===== src/sar_seq_regs.svh =====
`ifndef SAR_SEQ_REGS_SVH
`define SAR_SEQ_REGS_SVH

// reference clock rate, 50 MHz
`define REF_CLK_HZ      32'h02fa_f080
// fastest converter clock allowed, 18 MHz
`define SAR_CLK_MAX_HZ  32'h0112_a880
// least converter clocks per full conversion
`define CONV_MIN_CLKS   8'h12
// result width and channel count
`define RESULT_BITS     12
`define CHANNELS        8
// shortest acquisition window, converter clocks
`define SAMPLE_MIN      8'h04
// converter clocks spent latching a result
`define STORE_CLKS      8'h02

`endif


===== src/sar_seq_pkg.sv =====
`include "sar_seq_regs.svh"

package sar_seq_pkg;

	typedef enum logic [1:0] {
		ST_IDLE    = 2'b00,
		ST_SAMPLE  = 2'b01,
		ST_CONVERT = 2'b10,
		ST_STORE   = 2'b11
	} seq_state_t;

	// acquisition length per channel, in converter clocks
	typedef logic [7:0] samp_time_t;

	// one finished conversion as it leaves the block
	typedef struct packed {
		logic [2:0]              channel;
		logic                    out_of_range;
		logic [`RESULT_BITS-1:0] value;
	} result_t;

endpackage


===== src/sar_seq_ctrl.sv =====
// Behaviour
// RULE1 - a conversion takes at least 18 converter clocks, clock at most 18 MHz
// RULE2 - results are 12 bits at up to one million samples per second; the divide-by-3 converter clock tops out near 926 thousand
// RULE3 - the sequencer picks among eight fixed input channels
// RULE4 - a started scan walks all enabled channels without software help
// RULE5 - moving to the next channel costs no idle converter clocks
// RULE6 - channel comes from the scan machine or from direct firmware choice
// RULE7 - every channel keeps its own result buffer
// RULE8 - each channel converts with its own programmed sample time
// RULE9 - results outside the low/high limits raise an out-of-range interrupt
// RULE10 - that indication rises when the offending conversion completes
// RULE11 - the acquisition window length is programmable for slow sources
// RULE12 - no conversions run in deep sleep
// RULE13 - a scan-complete flag rises after the last channel, software clears
// RULE14 - results equal to a limit are in range
`timescale 1ns/10ps
`default_nettype none
`include "sar_seq_regs.svh"

module res_fifo #(
	parameter int WIDTH = 16,
	parameter int DEPTH = 4
) (
	// clock and reset
	input  wire logic             ref_clk,
	input  wire logic             rst,
	// filling side
	input  wire logic             in_valid,
	output logic                  in_ready,
	input  wire logic [WIDTH-1:0] in_data,
	// draining side
	output logic                  out_valid,
	input  wire logic             out_ready,
	output logic      [WIDTH-1:0] out_data
);
	localparam int AW = (DEPTH > 1) ? $clog2(DEPTH) : 1;

	logic [WIDTH-1:0] mem [DEPTH];
	logic [AW-1:0]    wr_ptr_reg;
	logic [AW-1:0]    rd_ptr_reg;
	logic [AW:0]      count_reg;

	// handshakes and flags
	wire logic push = in_valid && in_ready;
	wire logic pop  = out_valid && out_ready;
	assign in_ready  = count_reg != (AW+1)'(DEPTH);
	assign out_valid = count_reg != '0;
	assign out_data  = mem[rd_ptr_reg];

	// storage carries no reset, only the pointers matter
	always_ff @(posedge ref_clk)
	begin
		if (push)
			mem[wr_ptr_reg] <= in_data;
	end

	// pointers wrap at depth, so depth need not be a power of two
	always_ff @(posedge ref_clk or posedge rst)
	begin
		if (rst)
		begin
			wr_ptr_reg <= '0;
			rd_ptr_reg <= '0;
			count_reg  <= '0;
		end
		else
		begin
			if (push)
				wr_ptr_reg <= (wr_ptr_reg == AW'(DEPTH-1)) ? '0 : wr_ptr_reg + 1'b1;
			if (pop)
				rd_ptr_reg <= (rd_ptr_reg == AW'(DEPTH-1)) ? '0 : rd_ptr_reg + 1'b1;
			count_reg <= count_reg + {{AW{1'b0}}, push} - {{AW{1'b0}}, pop};
		end
	end
endmodule

module sar_seq_ctrl #(
	parameter int FIFO_DEPTH = 4
) (
	// clock and reset
	input  wire logic                     ref_clk,
	input  wire logic                     rst,
	// scan control
	input  wire logic                     enable,
	input  wire logic                     scan_start,
	input  wire logic                     continuous,
	input  wire logic                     manual_mode,
	input  wire logic [2:0]               manual_ch,
	input  wire logic [7:0]               chan_en,
	input  wire sar_seq_pkg::samp_time_t  samp_times [8],
	input  wire logic [11:0]              limit_low,
	input  wire logic [11:0]              limit_high,
	input  wire logic                     deep_sleep,
	// status
	output logic                          busy,
	output logic                          scan_done,
	input  wire logic                     scan_done_clr,
	output logic [7:0]                    range_flags,
	input  wire logic [7:0]               range_clr,
	output logic                          range_irq,
	// per-channel result buffers
	input  wire logic [2:0]               rd_ch,
	output logic [11:0]                   rd_data,
	// result stream
	output logic                          res_valid,
	input  wire logic                     res_ready,
	output sar_seq_pkg::result_t          res_data,
	// analog core
	output logic                          sar_clk,
	output logic                          samp_en,
	output logic [2:0]                    ch_sel,
	output logic [11:0]                   dac_code,
	input  wire logic                     cmp_in
);
	import sar_seq_pkg::*;

	// converter clock divider, rounded up so the rate never exceeds the limit
	localparam int DIV = (`REF_CLK_HZ + `SAR_CLK_MAX_HZ - 1) / `SAR_CLK_MAX_HZ;
	localparam int DW = $clog2(DIV + 1);
	localparam int MIN_CONV_CYC = `CONV_MIN_CLKS * DIV;

	seq_state_t state_reg, state_next;
	logic [DW-1:0] div_cnt_reg;
	logic          sar_clk_reg;
	logic          sleep_meta_reg, sleep_sync_reg;
	logic          cmp_meta_reg, cmp_sync_reg;
	logic [2:0]    cur_ch_reg, ch_next;
	logic [7:0]    cnt_reg, cnt_next;
	logic [3:0]    bit_reg, bit_next;
	logic [11:0]   sar_reg, sar_next;
	logic          scan_manual_reg, manual_next;
	logic          scan_done_reg;
	logic [7:0]    range_flags_reg, range_flags_next;
	logic          range_irq_reg;
	logic [11:0]   result_mem [`CHANNELS];
	logic [11:0]   rd_data_reg;
	logic          fifo_in_ready;
	result_t       fifo_in;
	logic [7:0]    conv_cyc_reg;

	// acquisition never shorter than the floor, keeping 18 clocks per result
	function automatic logic [7:0] eff_samp(input samp_time_t t);
		eff_samp = (t < `SAMPLE_MIN) ? `SAMPLE_MIN : t;
	endfunction

	// lowest enabled channel at or above from, with a found bit on top
	function automatic logic [3:0] next_en(input logic [7:0] m,
		input logic [3:0] from);
		logic [3:0] r;
		r = 4'h0;
		for (int i = 7; i >= 0; i--)
			if (m[i] && 4'(i) >= from)
				r = {1'b1, 3'(i)};
		next_en = r;
	endfunction

	// divider produces one tick per converter clock
	wire logic tick = div_cnt_reg == DW'(DIV - 1); // RULE1

	always_ff @(posedge ref_clk or posedge rst)
	begin
		if (rst)
		begin
			div_cnt_reg <= '0;
			sar_clk_reg <= 1'b0;
		end
		else
		begin
			div_cnt_reg <= tick ? '0 : div_cnt_reg + 1'b1;
			sar_clk_reg <= tick;
		end
	end

	// two-flop synchronisers for the sleep request and the comparator
	always_ff @(posedge ref_clk or posedge rst)
	begin
		if (rst)
		begin
			sleep_meta_reg <= 1'b0;
			sleep_sync_reg <= 1'b0;
			cmp_meta_reg   <= 1'b0;
			cmp_sync_reg   <= 1'b0;
		end
		else
		begin
			sleep_meta_reg <= deep_sleep;
			sleep_sync_reg <= sleep_meta_reg;
			cmp_meta_reg   <= cmp_in;
			cmp_sync_reg   <= cmp_meta_reg;
		end
	end

	// channel choice: scan walks the enable mask, manual takes firmware's pick
	wire logic [3:0] first_sel = next_en(chan_en, 4'h0); // RULE3
	wire logic [3:0] after_sel = next_en(chan_en, {1'b0, cur_ch_reg} + 4'h1);
	wire logic has_next = after_sel[3] && !scan_manual_reg; // RULE4
	wire logic [2:0] start_ch = manual_mode ? manual_ch : first_sel[2:0]; // RULE6
	wire logic can_start = manual_mode || first_sel[3];
	wire logic halt = !enable || sleep_sync_reg; // RULE12
	wire logic [2:0] next_ch = has_next ? after_sel[2:0]
		: (scan_manual_reg ? cur_ch_reg : first_sel[2:0]);
	wire logic cont_go = has_next
		|| (continuous && (scan_manual_reg || first_sel[3]));
	wire logic [7:0] load_val = eff_samp(samp_times[ch_next]); // RULE8 RULE11

	// one successive-approximation step; comparator high keeps the trial bit
	wire logic [11:0] bit_mask = 12'h001 << bit_reg;
	wire logic [11:0] sar_keep = cmp_sync_reg ? sar_reg : (sar_reg & ~bit_mask);
	wire logic [11:0] sar_step = (bit_reg == 4'h0) ? sar_keep
		: (sar_keep | (bit_mask >> 1));

	// window check, a value on a limit counts as inside
	wire logic oor_now = (sar_reg < limit_low) || (sar_reg > limit_high); // RULE14
	wire logic in_sample = state_reg == ST_SAMPLE;
	// a halt in the last store clock drops the result, as for any abort
	wire logic store_done = state_reg == ST_STORE && tick && cnt_reg == 8'h01
		&& !halt;
	wire logic commit = store_done && fifo_in_ready;

	// sequencer; a full fifo holds the result in store and stalls the scan
	always_comb
	begin
		state_next  = state_reg;
		ch_next     = cur_ch_reg;
		cnt_next    = cnt_reg;
		bit_next    = bit_reg;
		sar_next    = sar_reg;
		manual_next = scan_manual_reg;
		if (halt)
			state_next = ST_IDLE; // RULE12
		else
		begin
			unique case (state_reg)
				ST_IDLE:
					if (scan_start && can_start && tick)
					begin
						state_next  = ST_SAMPLE;
						ch_next     = start_ch; // RULE6
						manual_next = manual_mode;
						cnt_next    = eff_samp(samp_times[start_ch]); // RULE8
					end
				ST_SAMPLE:
					if (tick)
					begin
						if (cnt_reg == 8'h01)
						begin
							state_next = ST_CONVERT;
							bit_next   = 4'hb;
							sar_next   = 12'h800;
						end
						else
							cnt_next = cnt_reg - 8'h01; // RULE11
					end
				ST_CONVERT:
					if (tick)
					begin
						sar_next = sar_step; // RULE2
						if (bit_reg == 4'h0)
						begin
							state_next = ST_STORE;
							cnt_next   = `STORE_CLKS;
						end
						else
							bit_next = bit_reg - 4'h1;
					end
				ST_STORE:
					if (commit)
					begin
						// next channel samples at once, no idle clock
						if (cont_go)
						begin
							state_next = ST_SAMPLE; // RULE4 RULE5
							ch_next    = next_ch;
							cnt_next   = eff_samp(samp_times[next_ch]); // RULE8
						end
						else
							state_next = ST_IDLE;
					end
					else if (tick && cnt_reg != 8'h01)
						cnt_next = cnt_reg - 8'h01;
			endcase
		end
	end

	always_ff @(posedge ref_clk or posedge rst)
	begin
		if (rst)
		begin
			state_reg       <= ST_IDLE;
			cur_ch_reg      <= 3'h0;
			cnt_reg         <= 8'h00;
			bit_reg         <= 4'h0;
			sar_reg         <= 12'h000;
			scan_manual_reg <= 1'b0;
		end
		else
		begin
			state_reg       <= state_next;
			cur_ch_reg      <= ch_next;
			cnt_reg         <= cnt_next;
			bit_reg         <= bit_next;
			sar_reg         <= sar_next;
			scan_manual_reg <= manual_next;
		end
	end

	// per-channel buffers: software may read any channel at leisure
	always_ff @(posedge ref_clk)
	begin
		if (commit)
			result_mem[cur_ch_reg] <= sar_reg; // RULE7
	end

	// sticky flags; a new event wins over a clear in the same cycle
	assign range_flags_next = (range_flags_reg & ~range_clr)
		| ((commit && oor_now) ? (8'h01 << cur_ch_reg) : 8'h00); // RULE9 RULE10

	always_ff @(posedge ref_clk or posedge rst)
	begin
		if (rst)
		begin
			scan_done_reg   <= 1'b0;
			range_flags_reg <= 8'h00;
			range_irq_reg   <= 1'b0;
			rd_data_reg     <= 12'h000;
		end
		else
		begin
			scan_done_reg   <= (commit && !has_next)
				|| (scan_done_reg && !scan_done_clr); // RULE13
			range_flags_reg <= range_flags_next;
			range_irq_reg   <= |range_flags_next; // RULE9
			rd_data_reg     <= result_mem[rd_ch];
		end
	end

	// result stream through the fifo
	assign fifo_in = '{channel: cur_ch_reg, out_of_range: oor_now,
		value: sar_reg};

	res_fifo #(
		.WIDTH ($bits(result_t)),
		.DEPTH (FIFO_DEPTH)
	) u_fifo (
		.ref_clk   (ref_clk),
		.rst       (rst),
		.in_valid  (store_done),
		.in_ready  (fifo_in_ready),
		.in_data   (fifo_in),
		.out_valid (res_valid),
		.out_ready (res_ready),
		.out_data  (res_data)
	);

	// outputs from flops; busy and samp_en are decoded from state_reg
	assign busy        = state_reg != ST_IDLE;
	assign scan_done   = scan_done_reg;
	assign range_flags = range_flags_reg;
	assign range_irq   = range_irq_reg;
	assign rd_data     = rd_data_reg;
	assign sar_clk     = sar_clk_reg;
	assign samp_en     = in_sample; // RULE11
	assign ch_sel      = cur_ch_reg; // RULE3
	assign dac_code    = sar_reg;

	// cycles since the current conversion began, checking only
	always_ff @(posedge ref_clk or posedge rst)
	begin
		if (rst)
			conv_cyc_reg <= 8'h00;
		else if (state_next == ST_SAMPLE && !in_sample)
			conv_cyc_reg <= 8'h01;
		else if (conv_cyc_reg != 8'hff)
			conv_cyc_reg <= conv_cyc_reg + 8'h01;
	end
endmodule
`default_nettype wire


===== config.mk =====
export PLATFORM = sky130hd
export DESIGN_NAME = sar_seq_ctrl
export DESIGN_NICKNAME = d
export VERILOG_FILES = /design/src/sar_seq_pkg.sv /design/src/sar_seq_ctrl.sv
export VERILOG_INCLUDE_DIRS = /design/src
export SDC_FILE = /design/constraint.sdc
export NUM_CORES = 1
export LEC_CHECK = 0
export CORE_ASPECT_RATIO = 1.5
export CORE_UTILIZATION = 40
export CTS_CLUSTER_SIZE = 20
export DETAILED_ROUTE_END_ITERATION = 16
export DONT_BUFFER_PORTS = 1
export SLEW_MARGIN = 0
export SYNTH_ARGS = -nofsm -noshare
export SYNTH_HDL_FRONTEND = slang
export SYNTH_SLANG_ARGS = --single-unit

===== constraint.sdc =====
create_clock -name ref_clk -period 6.75 [get_ports ref_clk]
set_input_delay 0.3375 -clock ref_clk [delete_from_list [all_inputs] [get_ports ref_clk]]
set_output_delay 0.3375 -clock ref_clk [all_outputs]
set_load 0.005 [all_outputs]

Word level (Yosys, flattened, before mapping)
Memories as Yosys holds them, arrays and structs flattened. A register that Yosys moved wholly into a read port is not among the register bits.
Cells that the tools add are included.

word-level totals
  word-level logic and storage cells = 190
  bits in registers = 54
  output and inout port bits = 57
  memories kept = 2
  input bits = 120
  memory bits (writable) = 160

cells by class
  equality and inequality tests = 26
  reduce and logical (&&, ||, !) cells = 45
  bitwise gates (word level) = 9
  shifts and indexed selects = 2
  muxes and demuxes = 66
  add/subtract/negate cells = 8
  magnitude comparators = 14

memory list
  memory      words  bits a word  rd ports  clocked after Yosys merged registers in  write ports  RTL line             RTL
  result_mem  8      12           1         1                                        1            sar_seq_ctrl.sv:135  logic [11:0] result_mem [`CHANNELS];
  u_fifo.mem  4      16           1         0                                        1            sar_seq_ctrl.sv:38   logic [WIDTH-1:0] mem [DEPTH];

operator list
  kind                    count
  $mux W8                 15
  $mux W4                 20
  $mux W12                5
  $bmux W8 S3             2
  $pmux W8 S4             1
  $pmux W12 S2            1
  $logic_and A1 B1 Y1     21
  $mux W2                 10
  $mux W3                 6
  $ne A3 B3 Y1 const B    6
  $ge A3 B4 Y1 const A    4
  $lt A8 B3 Y1 const B    2
  $ne A2 B2 Y1 const B    7
  $and A12 B12 Y12        1
  $gt A12 B12 Y1          1
  $lt A12 B12 Y1          1
  $not A12 Y12            1
  $or A12 B11 Y12         1
  $reduce_and A6 Y1       2
  $shl A1 B4 Y12 const A  1
  $eq A2 B2 Y1 const B    5
  $reduce_and A5 Y1       2
  $and A8 B8 Y8           1
  $eq A8 B1 Y1 const B    1
  32 further kinds        53

Longest topological paths before layout
Gate-level depths: netlist of the first run.

  depth after elaboration = 22
  gate-level depth with buffers = 14

Hierarchy
A second synthesis of the first run with hierarchy kept.

unflattened totals
  cells, all modules = 829
  area, all modules = 11,484.8 um^2

by module, submodules not included
  module        seq. area each (um^2)  instances  area each (um^2)  cells each
  sar_seq_ctrl  4,359.2                1          8,725.9           706
  res_fifo      2,097.0                1          2,758.9           123

Least setup slack after synthesis of the first run
OpenSTA, ideal clock, no wires.

  kind = reg-to-reg
  from = register cur_ch_reg[2], in the netlist ch_sel[2]
  to = register cnt_reg[1]
  library setup time = 0.129 ns
  setup slack = 3.313 ns
  clock period less this slack = 3.437 ns
  arrival = 3.308 ns
  cell stages (with the launch flop) = 15
  cell sequence = dfrtp_1 -> buf_2 -> clkinv_1 -> ha_1 -> nand2_1 -> o21ai_0 -> a221oi_1 -> o22ai_2 -> buf_2 -> mux2i_1 -> mux2i_1 -> nor4_1 -> a211o_1 -> a31oi_1 -> o41a_1

on the way
  cells in the longest elaborated chain, start to end = 22
  elaborated cells between the ends (all ways) = 40

RTL lines
  item                                        RTL line             RTL
  from (decl)                                 sar_seq_ctrl.sv:127  logic [2:0] cur_ch_reg, ch_next;
  from (signal assigned)                      sar_seq_ctrl.sv:299  cur_ch_reg <= ch_next;
  $add A3 B1 Y4                               sar_seq_ctrl.sv:195  wire logic [3:0] after_sel = next_en(chan_en, {1'b0, cur_ch_reg} + 4'h1);
  $ge A3 B4 Y1                                sar_seq_ctrl.sv:152  if (m[i] && 4'(i) >= from)
  $logic_and A1 B1 Y1                         sar_seq_ctrl.sv:152
  $mux W4 (8 in a row)                        sar_seq_ctrl.sv:152
  $logic_and A1 B1 Y1                         sar_seq_ctrl.sv:196  wire logic has_next = after_sel[3] && !scan_manual_reg;
  $mux W3                                     sar_seq_ctrl.sv:200  wire logic [2:0] next_ch = has_next ? after_sel[2:0]
  $not A3 Y4 (not written as such)            sar_seq_ctrl.sv:274  cnt_next = eff_samp(samp_times[next_ch]);
  $bmux W8 S3                                 sar_seq_ctrl.sv:274
  $mux W8 (not written as such) (2 in a row)  sar_seq_ctrl.sv:274
  $lt A8 B3 Y1 (no source line)               --
  $mux W8                                     sar_seq_ctrl.sv:143  eff_samp = (t < `SAMPLE_MIN) ? `SAMPLE_MIN : t;
  $mux W8                                     sar_seq_ctrl.sv:270  if (cont_go)
  $mux W8                                     sar_seq_ctrl.sv:267  if (commit)
  $pmux W8 S4                                 sar_seq_ctrl.sv:233  unique case (state_reg)
  to (signal assigned)                        sar_seq_ctrl.sv:300  cnt_reg <= cnt_next;
  to (decl)                                   sar_seq_ctrl.sv:128  logic [7:0] cnt_reg, cnt_next;

Several ways; a longest one is shown, not always the timed one. The select of a mux whose other input is x is not followed.
A chain may end at the register's enable or synchronous reset.

Worst setup path in the final report of the first run
Same ends and word-level chain as after synthesis.

==> metrics.cfg, run 1 <==
[power]
max-vdd-ir-drop_mv = 0.184
power_per_cell_area_mw_per_mm2 = 288
power_leakage_nw = 5.08
p_total_w = 0.00373

[worst_hold_path]
hold_class = in2async

[cts]
htree_levels = 1
cts_resized = 0
cts-hold-fix-buffers = 7
clkTransAtPathRegs_ns = 0.06
tritoncts = built
clock_root_cell = sky130_fd_sc_hd__clkbuf_16
max-clock-path-buffers = 3
cts.sinks = 226
clk_latency_ns = 0.51
number_of_buffers_created_by_cts = 22
cts_setup_buffers = 0

[layout]
syn2layout_area_growth_pct = 11.8
largest_register_ff_count = 96
seqCellArea_mm2 = 0.00646
largestRegisters = result_mem x96, u_fifo.mem x64
regMostFlops = result_mem
post_layout_net_count = 1031
layout.core_utilization_pct = 45.8
multi_input_combinational_cell_area_mm2 = 0.00484
post_route_cells_drive_above_1_share_pct = 17.2
fillers = 2505

[die]
initial_core_util_pct = 41.0
core_region_area_mm2 = 0.0282
die_width_um = 141
floorplan.die.height_um = 210
io_pins = 177
placementRows = 75
dieArea_mm2 = 0.0297

[drt]
vias = 7026
wirelength_um = 27000
vias_per_inst = 5.55
route.detailed.drc = 0
antenna_left = 0
detailedRoute.firstIterationViolations = 363
drt-wirelength-per-cell_um = 21.3
drt_pass1_iterations = 4

[outcome]
run_status = finished, violations left
violations = hold timing

[critical_path]
timing.critical_path.to_type = register
critical_path.reg2reg.endpoint = cnt_reg[1]$_DFFE_PP0P_
critical_path_peak_fanout = 43
setup.worst_path.class = reg2reg
timing.reg2reg.setup_slack_ns = 2.29
worst_r2r_startpoint = ch_sel[2]$_DFFE_PP0P_
critPathRequiredTime_ns = 7.14
reg2regPathDepth = 13
critPathLaunchType = register
arrival_ns = 4.85

[sta]
finalClockSkew_ns = 0.00993
post-route-worst-setup-slack_ns = 2.29
final-max-slew-violation-count = 0
finalHoldViolations = 15
setup_total_negative_slack_ns = 0
hold_worst_slack_ns = -0.0182
finalCriticalPeriod_ns = 4.46
max_slew.worst_pin.slew_ns = 0.898
achievable-frequency_mhz = 224
layout_worst_path_cycle_share_pct = 66.1
final-setup-viol-count = 0
rsz0062_at_grt = no
worst_slew_margin_rel_pct = 40.1

[synthesis]
synth_largest_type_area_fraction_pct = 41.5
ys.warnings.count = 0
post_synth.cell_area_avg_um2 = 13.6
synth.ff_latch_count = 226
synth_ff_type = sky130_fd_sc_hd__edfxtp_1
synthArstFlopShare_pct = 29.2
syn_area_mm2 = 0.0116
seq_area_frac_synth_pct = 55.7
syn-num-nets = 1022
syn-instance-count = 854
netlist.top_cell.by_area = sky130_fd_sc_hd__edfxtp_1
synth_enable_flop_cells = 160
synth.distinct_cells = 69
synth.area.top_cells = sky130_fd_sc_hd__edfxtp_1 41%, sky130_fd_sc_hd__dfrtp_1 14%, sky130_fd_sc_hd__mux4_2 9.3%

[grt]
global_route_wire_length_before_repair_um = 42400
largest_net_degree_at_the_start_of_global_routing = 67
grt_antenna_before_repair = 2
grt_pass1_vias = 7470
global_route.usage.total_pct = 18.7
grt_overflow = 0

[placement]
port-buffer-count = 0
hpwl_dp_um = 19100
finalWeightedCongestion = 0.856
dp_worst_setup_slack_ns = 2.26

[flow_run]
max_cap_violations = 0

-- critical path, cell delays in order, from the launching register on --
cell	delay (ns)
sky130_fd_sc_hd__dfrtp_1	0.82
sky130_fd_sc_hd__clkinv_1	0.47
sky130_fd_sc_hd__ha_1	0.50
sky130_fd_sc_hd__nand2_1	0.11
sky130_fd_sc_hd__o21ai_0	0.29
sky130_fd_sc_hd__a221oi_1	0.19
sky130_fd_sc_hd__o22ai_4	0.17
sky130_fd_sc_hd__buf_4	0.44
sky130_fd_sc_hd__mux2i_1	0.25
sky130_fd_sc_hd__mux2i_1	0.10
sky130_fd_sc_hd__nor4_1	0.37
sky130_fd_sc_hd__a211o_1	0.21
sky130_fd_sc_hd__a31oi_1	0.09
sky130_fd_sc_hd__o41a_1	0.31
-- placed cells by master (no fill, tap or decap), types with 7 or more instances in the layout --
master,instances
sky130_fd_sc_hd__nand2_1,47
sky130_fd_sc_hd__edfxtp_1,160
sky130_fd_sc_hd__clkbuf_16,23
sky130_fd_sc_hd__a22o_1,16
sky130_fd_sc_hd__nand3_1,9
sky130_fd_sc_hd__inv_1,46
sky130_fd_sc_hd__and2_1,8
sky130_fd_sc_hd__nor2_1,40
sky130_fd_sc_hd__mux2i_1,48
sky130_fd_sc_hd__nor2b_1,21
sky130_fd_sc_hd__a211oi_1,10
sky130_fd_sc_hd__nand2b_1,14
sky130_fd_sc_hd__mux2_2,25
sky130_fd_sc_hd__dfrtp_1,66
sky130_fd_sc_hd__a21oi_1,33
sky130_fd_sc_hd__o21ai_0,35
sky130_fd_sc_hd__a21o_1,14
sky130_fd_sc_hd__mux4_2,48
sky130_fd_sc_hd__nor3_1,11
sky130_fd_sc_hd__dlygate4sd3_1,7
sky130_fd_sc_hd__a31oi_1,7
sky130_fd_sc_hd__buf_4,17
sky130_fd_sc_hd__o211ai_1,7
sky130_fd_sc_hd__ha_1,47
-- synth_stat cells (all sizes together) (3+ instances only) --
| master | n |
|---|---|
| edfxtp | 160 |
| dfrtp | 66 |
| mux2i | 48 |
| mux4 | 48 |
| ha | 47 |
| inv | 47 |
| nand2 | 47 |
| nor2 | 40 |
| o21ai | 37 |
| a21oi | 34 |
| mux2 | 25 |
| nor2b | 21 |
| clkbuf | 20 |
| buf | 19 |
| a22o | 16 |
| nand2b | 15 |
| nor3 | 15 |
| a21o | 14 |
| a211oi | 10 |
| nand3 | 9 |
| and2 | 8 |
| nor4 | 8 |
| a31oi | 7 |
| o211ai | 7 |
| a31o | 6 |
| xnor2 | 6 |
| and3 | 5 |
| nand4 | 5 |
| o22ai | 5 |
| or4 | 5 |
| nor4b | 4 |
| o221ai | 4 |
| o31ai | 4 |
| or3 | 4 |
| a2111oi | 3 |
| a211o | 3 |
| a22oi | 3 |
| a41oi | 3 |
-- logic make-up (layout without fill, tap and decap cells) --
logic type / count (synthesis) / in the layout / share of synthesized area (%)
xor+xnor: 8 / 8 / 0.605
fa+ha+maj: 48 / 48 / 5.25
buf+inv: 88 / 113 / 3.04
mux: 121 / 121 / 15.9
flops: 226 / 226 / 55.7
other cells: 0 / 1 / 0
compound gates: 173 / 173 / 10.8
simple gates: 190 / 190 / 8.67
-- metrics by stage --
step	std cells	cell area (um^2)
floorplan	854	11600
global placement	1217	12100
detailed placement	1217	12100
CTS	1264	12900
global route	1264	12900
finish	1265	12900
-- cell type report --
cell class / instances / area share, %
multi-input combinational: 540 / 37.4
inverter: 49 / 1.43
timing repair buffer: 24 / 1.53
sequential: 226 / 49.9
clock inverter: 14 / 1.51
antenna: 1 / 0.0193
tap: 385 / 3.72
clock buffer: 26 / 4.53
-- power breakdown --
group	switching (W)	total, W	internal [W]
Sequential	0.000109	0.00164	0.00153
Clock	0.000508	0.00132	0.000813
Combinational	0.000408	0.000776	0.000368
-- worst max-delay path by stage --
stage | cells after the start | from | slack (ns) | to
CTS | 13 | ch_sel[2]$_DFFE_PP0P_ | 2.24 | cnt_reg[1]$_DFFE_PP0P_
global route | 13 | ch_sel[2]$_DFFE_PP0P_ | 1.88 | cnt_reg[1]$_DFFE_PP0P_
global placement | 13 | ch_sel[2]$_DFFE_PP0P_ | 2.38 | cnt_reg[1]$_DFFE_PP0P_
detailed placement | 13 | ch_sel[2]$_DFFE_PP0P_ | 2.26 | cnt_reg[1]$_DFFE_PP0P_
floorplan | 14 | ch_sel[2]$_DFFE_PP0P_ | 3.31 | cnt_reg[1]$_DFFE_PP0P_
finish | 13 | ch_sel[2]$_DFFE_PP0P_ | 2.29 | cnt_reg[1]$_DFFE_PP0P_
-- metal layers --
| metal | vias to the layer above | global-route usage (%) | share of wire [%] |
|---|---|---|---|
| met4 | 2 | 4.61 | 1.5 |
| met3 | 23 | 3.75 | 6.6 |
| met2 | 219 | 34.6 | 53 |
| met1 | 3471 | 22.0 | 39 |
| li1 | 3311 | - | - |
| met5 | - | 0 | 0.048 |
No activity file was read; power rests on OpenSTA's default activity.
==> run 2, diff against run 1 <==
Clock period 6.75 ns to 3.7 ns, I/O delays scaled along.
==> metrics.cfg, run 2 (synthesis gave the netlist of run 1 again) <==
[outcome]
run_status = complete, no violations  ; was finished, violations left

[critical_path]
critical_path.reg2reg.endpoint = cnt_reg[1]$_DFFE_PP0P_  ; unchanged
worst_r2r_startpoint = ch_sel[0]$_DFFE_PP0P_  ; was ch_sel[2]$_DFFE_PP0P_
timing.critical_path.to_type = register  ; unchanged
critPathLaunchType = register  ; unchanged
setup.worst_path.class = reg2reg  ; unchanged
worst_setup_path_startpoint = ch_sel[0]$_DFFE_PP0P_  ; was ch_sel[2]$_DFFE_PP0P_
timing.reg2reg.setup_slack_ns = 0.20  ; was 2.29 ns
critPathRequiredTime_ns = 4.09  ; was 7.14 ns
reg2regPathDepth = 13  ; unchanged
arrival_ns = 3.89  ; was 4.85 ns
worstSetupEndpoint = cnt_reg[1]$_DFFE_PP0P_  ; unchanged
critical_path_peak_fanout = 9  ; was 43

[grt]
global_route_wire_length_before_repair_um = 43800  ; was 42400 um
grt_antenna_before_repair = 2  ; unchanged
grt_pass1_vias = 7647  ; was 7470
largest_net_degree_at_the_start_of_global_routing = 43  ; was 67
global_route.usage.total_pct = 19.3  ; was 18.7%
grt_overflow = 0  ; unchanged

[die]
dieArea_mm2 = 0.0297  ; unchanged
floorplan.die.height_um = 210  ; unchanged
core_region_area_mm2 = 0.0282  ; unchanged
io_pins = 177  ; unchanged
placementRows = 75  ; unchanged
initial_core_util_pct = 41.0  ; unchanged
die_width_um = 141  ; unchanged

[drt]
vias = 7370  ; was 7026
routed-wl-met3_um = 1790  ; was 1780 um
detailedRoute.firstIterationViolations = 350  ; was 363
drt-wirelength-per-cell_um = 21.8  ; was 21.3 um
vias_per_inst = 5.63  ; was 5.55
route.detailed.drc = 0  ; unchanged
drt_pass1_iterations = 5  ; was 4
wirelength_um = 28500  ; was 27000 um
maxUsedRoutingLayer = met4  ; was met5
antenna_left = 0  ; unchanged
routedLengthMet1_um = 10900  ; was 10500 um
met2_wirelength_um = 15300  ; was 14300 um

[cts]
max-clock-path-buffers = 3  ; unchanged
clk_latency_ns = 0.51  ; about the same
tritoncts = built  ; unchanged
cts.sinks = 226  ; unchanged
clkTransAtPathRegs_ns = 0.06  ; about the same
htree_levels = 1  ; unchanged
clock_root_cell = sky130_fd_sc_hd__clkbuf_16  ; unchanged
number_of_buffers_created_by_cts = 22  ; unchanged

[sta]
layout_worst_path_cycle_share_pct = 94.6  ; was 66.1%
finalClockSkew_ns = 0.0114  ; was 0.00993 ns
final-setup-viol-count = 0  ; unchanged
final-max-slew-violation-count = 0  ; unchanged
setup_total_negative_slack_ns = 0  ; unchanged
max_slew.worst_pin.slew_ns = 0.852  ; was 0.898 ns
achievable-frequency_mhz = 286  ; was 224 MHz
worst_slew_margin_rel_pct = 43.2  ; was 40.1%
finalHoldViolations = 0  ; was 15
finalCriticalPeriod_ns = 3.50  ; was 4.46 ns

[layout]
post_layout_net_count = 1073  ; was 1031
layout.core_utilization_pct = 47.3  ; was 45.8%
post_route_cells_drive_above_1_share_pct = 19.9  ; was 17.2%
largest_register_ff_count = 96  ; unchanged
most-common-layout-cells = 160 x sky130_fd_sc_hd__edfxtp_1, 66 x sky130_fd_sc_hd__dfrtp_1, 48 x sky130_fd_sc_hd__mux2i_1, 48 x sky130_fd_sc_hd__mux4_2  ; unchanged
layout.cells.most_common = sky130_fd_sc_hd__edfxtp_1  ; unchanged
regMostFlops = result_mem  ; unchanged
largestRegisters = result_mem x96, u_fifo.mem x64  ; unchanged
syn2layout_area_growth_pct = 15.2  ; was 11.8%

[placement]
hpwl_dp_um = 20000  ; was 19100 um
finalWeightedCongestion = 0.893  ; was 0.856
port-buffer-count = 0  ; unchanged

[worst_hold_path]
hold_class = in2reg  ; was in2async
hold_depth = 2

[power]
max-vdd-ir-drop_mv = 0.317  ; was 0.184 mV
power_leakage_nw = 5.29  ; was 5.08 nW
power_per_cell_area_mw_per_mm2 = 517  ; was 288 mW/mm^2

[flow_run]
max_cap_violations = 0  ; unchanged

[run 2: changes by cell type in the layout (fill, tap and decap cells not counted), moves of 2 or more]
cell                            previous run  this run
sky130_fd_sc_hd__clkbuf_8                  0         4
sky130_fd_sc_hd__clkinv_1                  5         3
sky130_fd_sc_hd__bufinv_16                 5         2
sky130_fd_sc_hd__clkinv_2                  6         3
sky130_fd_sc_hd__clkbuf_4                  0         2
sky130_fd_sc_hd__dlygate4sd3_1             7        21
sky130_fd_sc_hd__buf_4                    17        41
sky130_fd_sc_hd__buf_12                    0         3
[run 2: critical path, stage by stage (launching register included)]
cell and delay (ns):
sky130_fd_sc_hd__dfrtp_1 0.38, sky130_fd_sc_hd__ha_1 0.27, sky130_fd_sc_hd__ha_1 0.37, sky130_fd_sc_hd__nand2_1 0.12
sky130_fd_sc_hd__o21ai_0 0.23, sky130_fd_sc_hd__a221oi_2 0.42, sky130_fd_sc_hd__o22ai_4 0.13, sky130_fd_sc_hd__buf_12 0.17
sky130_fd_sc_hd__mux2i_1 0.13, sky130_fd_sc_hd__mux2_2 0.27, sky130_fd_sc_hd__nor4_1 0.31, sky130_fd_sc_hd__a211o_1 0.20
sky130_fd_sc_hd__a31oi_1 0.08, sky130_fd_sc_hd__o41a_1 0.31
[run 2: per-layer routing]
layer / global-route usage (%) / vias to the layer above
li1: - / 3392
met1: 22.8 / 3700
met2: 36.1 / 250
met3: 3.59 / 28
met4: 4.12 / 0
met5: 0 / -
[run 2: how the worst min path moves through the flow]
stage / startpoint / endpoint / slack (ns)
3_3_place_gp: deep_sleep / sleep_meta_reg$_DFF_PP0_ / 0.22
4_1_cts: rd_ch[1] / rd_data[7]$_DFF_PP0_ / 0.001
5_1_grt: rd_ch[1] / rd_data[7]$_DFF_PP0_ / 0.01
2_1_floorplan: cmp_in / cmp_meta_reg$_DFF_PP0_ / 0.22
6_report: rd_ch[1] / rd_data[0]$_DFF_PP0_ / 0.02
3_5_place_dp: deep_sleep / sleep_meta_reg$_DFF_PP0_ / 0.22
[run 2: cell type report]
type	count	area, um^2
Fill cell	2495	14900
Sequential cell	226	6460
Multi-Input combinational cell	541	4890
Clock buffer	33	661
Timing Repair Buffer	65	578
Tap cell	385	482
Inverter	49	185
Clock inverter	7	88.8
Antenna cell	2	5.00
[run 2: repair_timing]
action	in CTS	in global routing
buffers inserted	0	2
hold buffers	21	0
setup endpoints to repair	0	7
resized for setup	0	6
hold endpoints to repair	70	0
[run 2: where the power goes]
group          internal [W]  leakage, nW  switching (W)
Combinational      0.000780         2.48       0.000846
Clock               0.00138        0.372       0.000936
Sequential          0.00279         2.44       0.000172
Total               0.00494         5.29        0.00195
[run 2: per-stage QoR]
stage	cells	power, W	instance area (um^2)	hold WS [ns]	worst slack, ns
floorplan	854	0.00414	11600	0.216	0.263
global placement	1242	0.00450	12300	0.217	0.164
detailed placement	1242	0.00452	12300	0.217	0.0746
CTS	1303	0.00687	13300	0.00148	0.0505
global route	1306	0.00722	13300	0.0115	-0.0133
finish	1308	0.00690	13300	0.0183	0.201
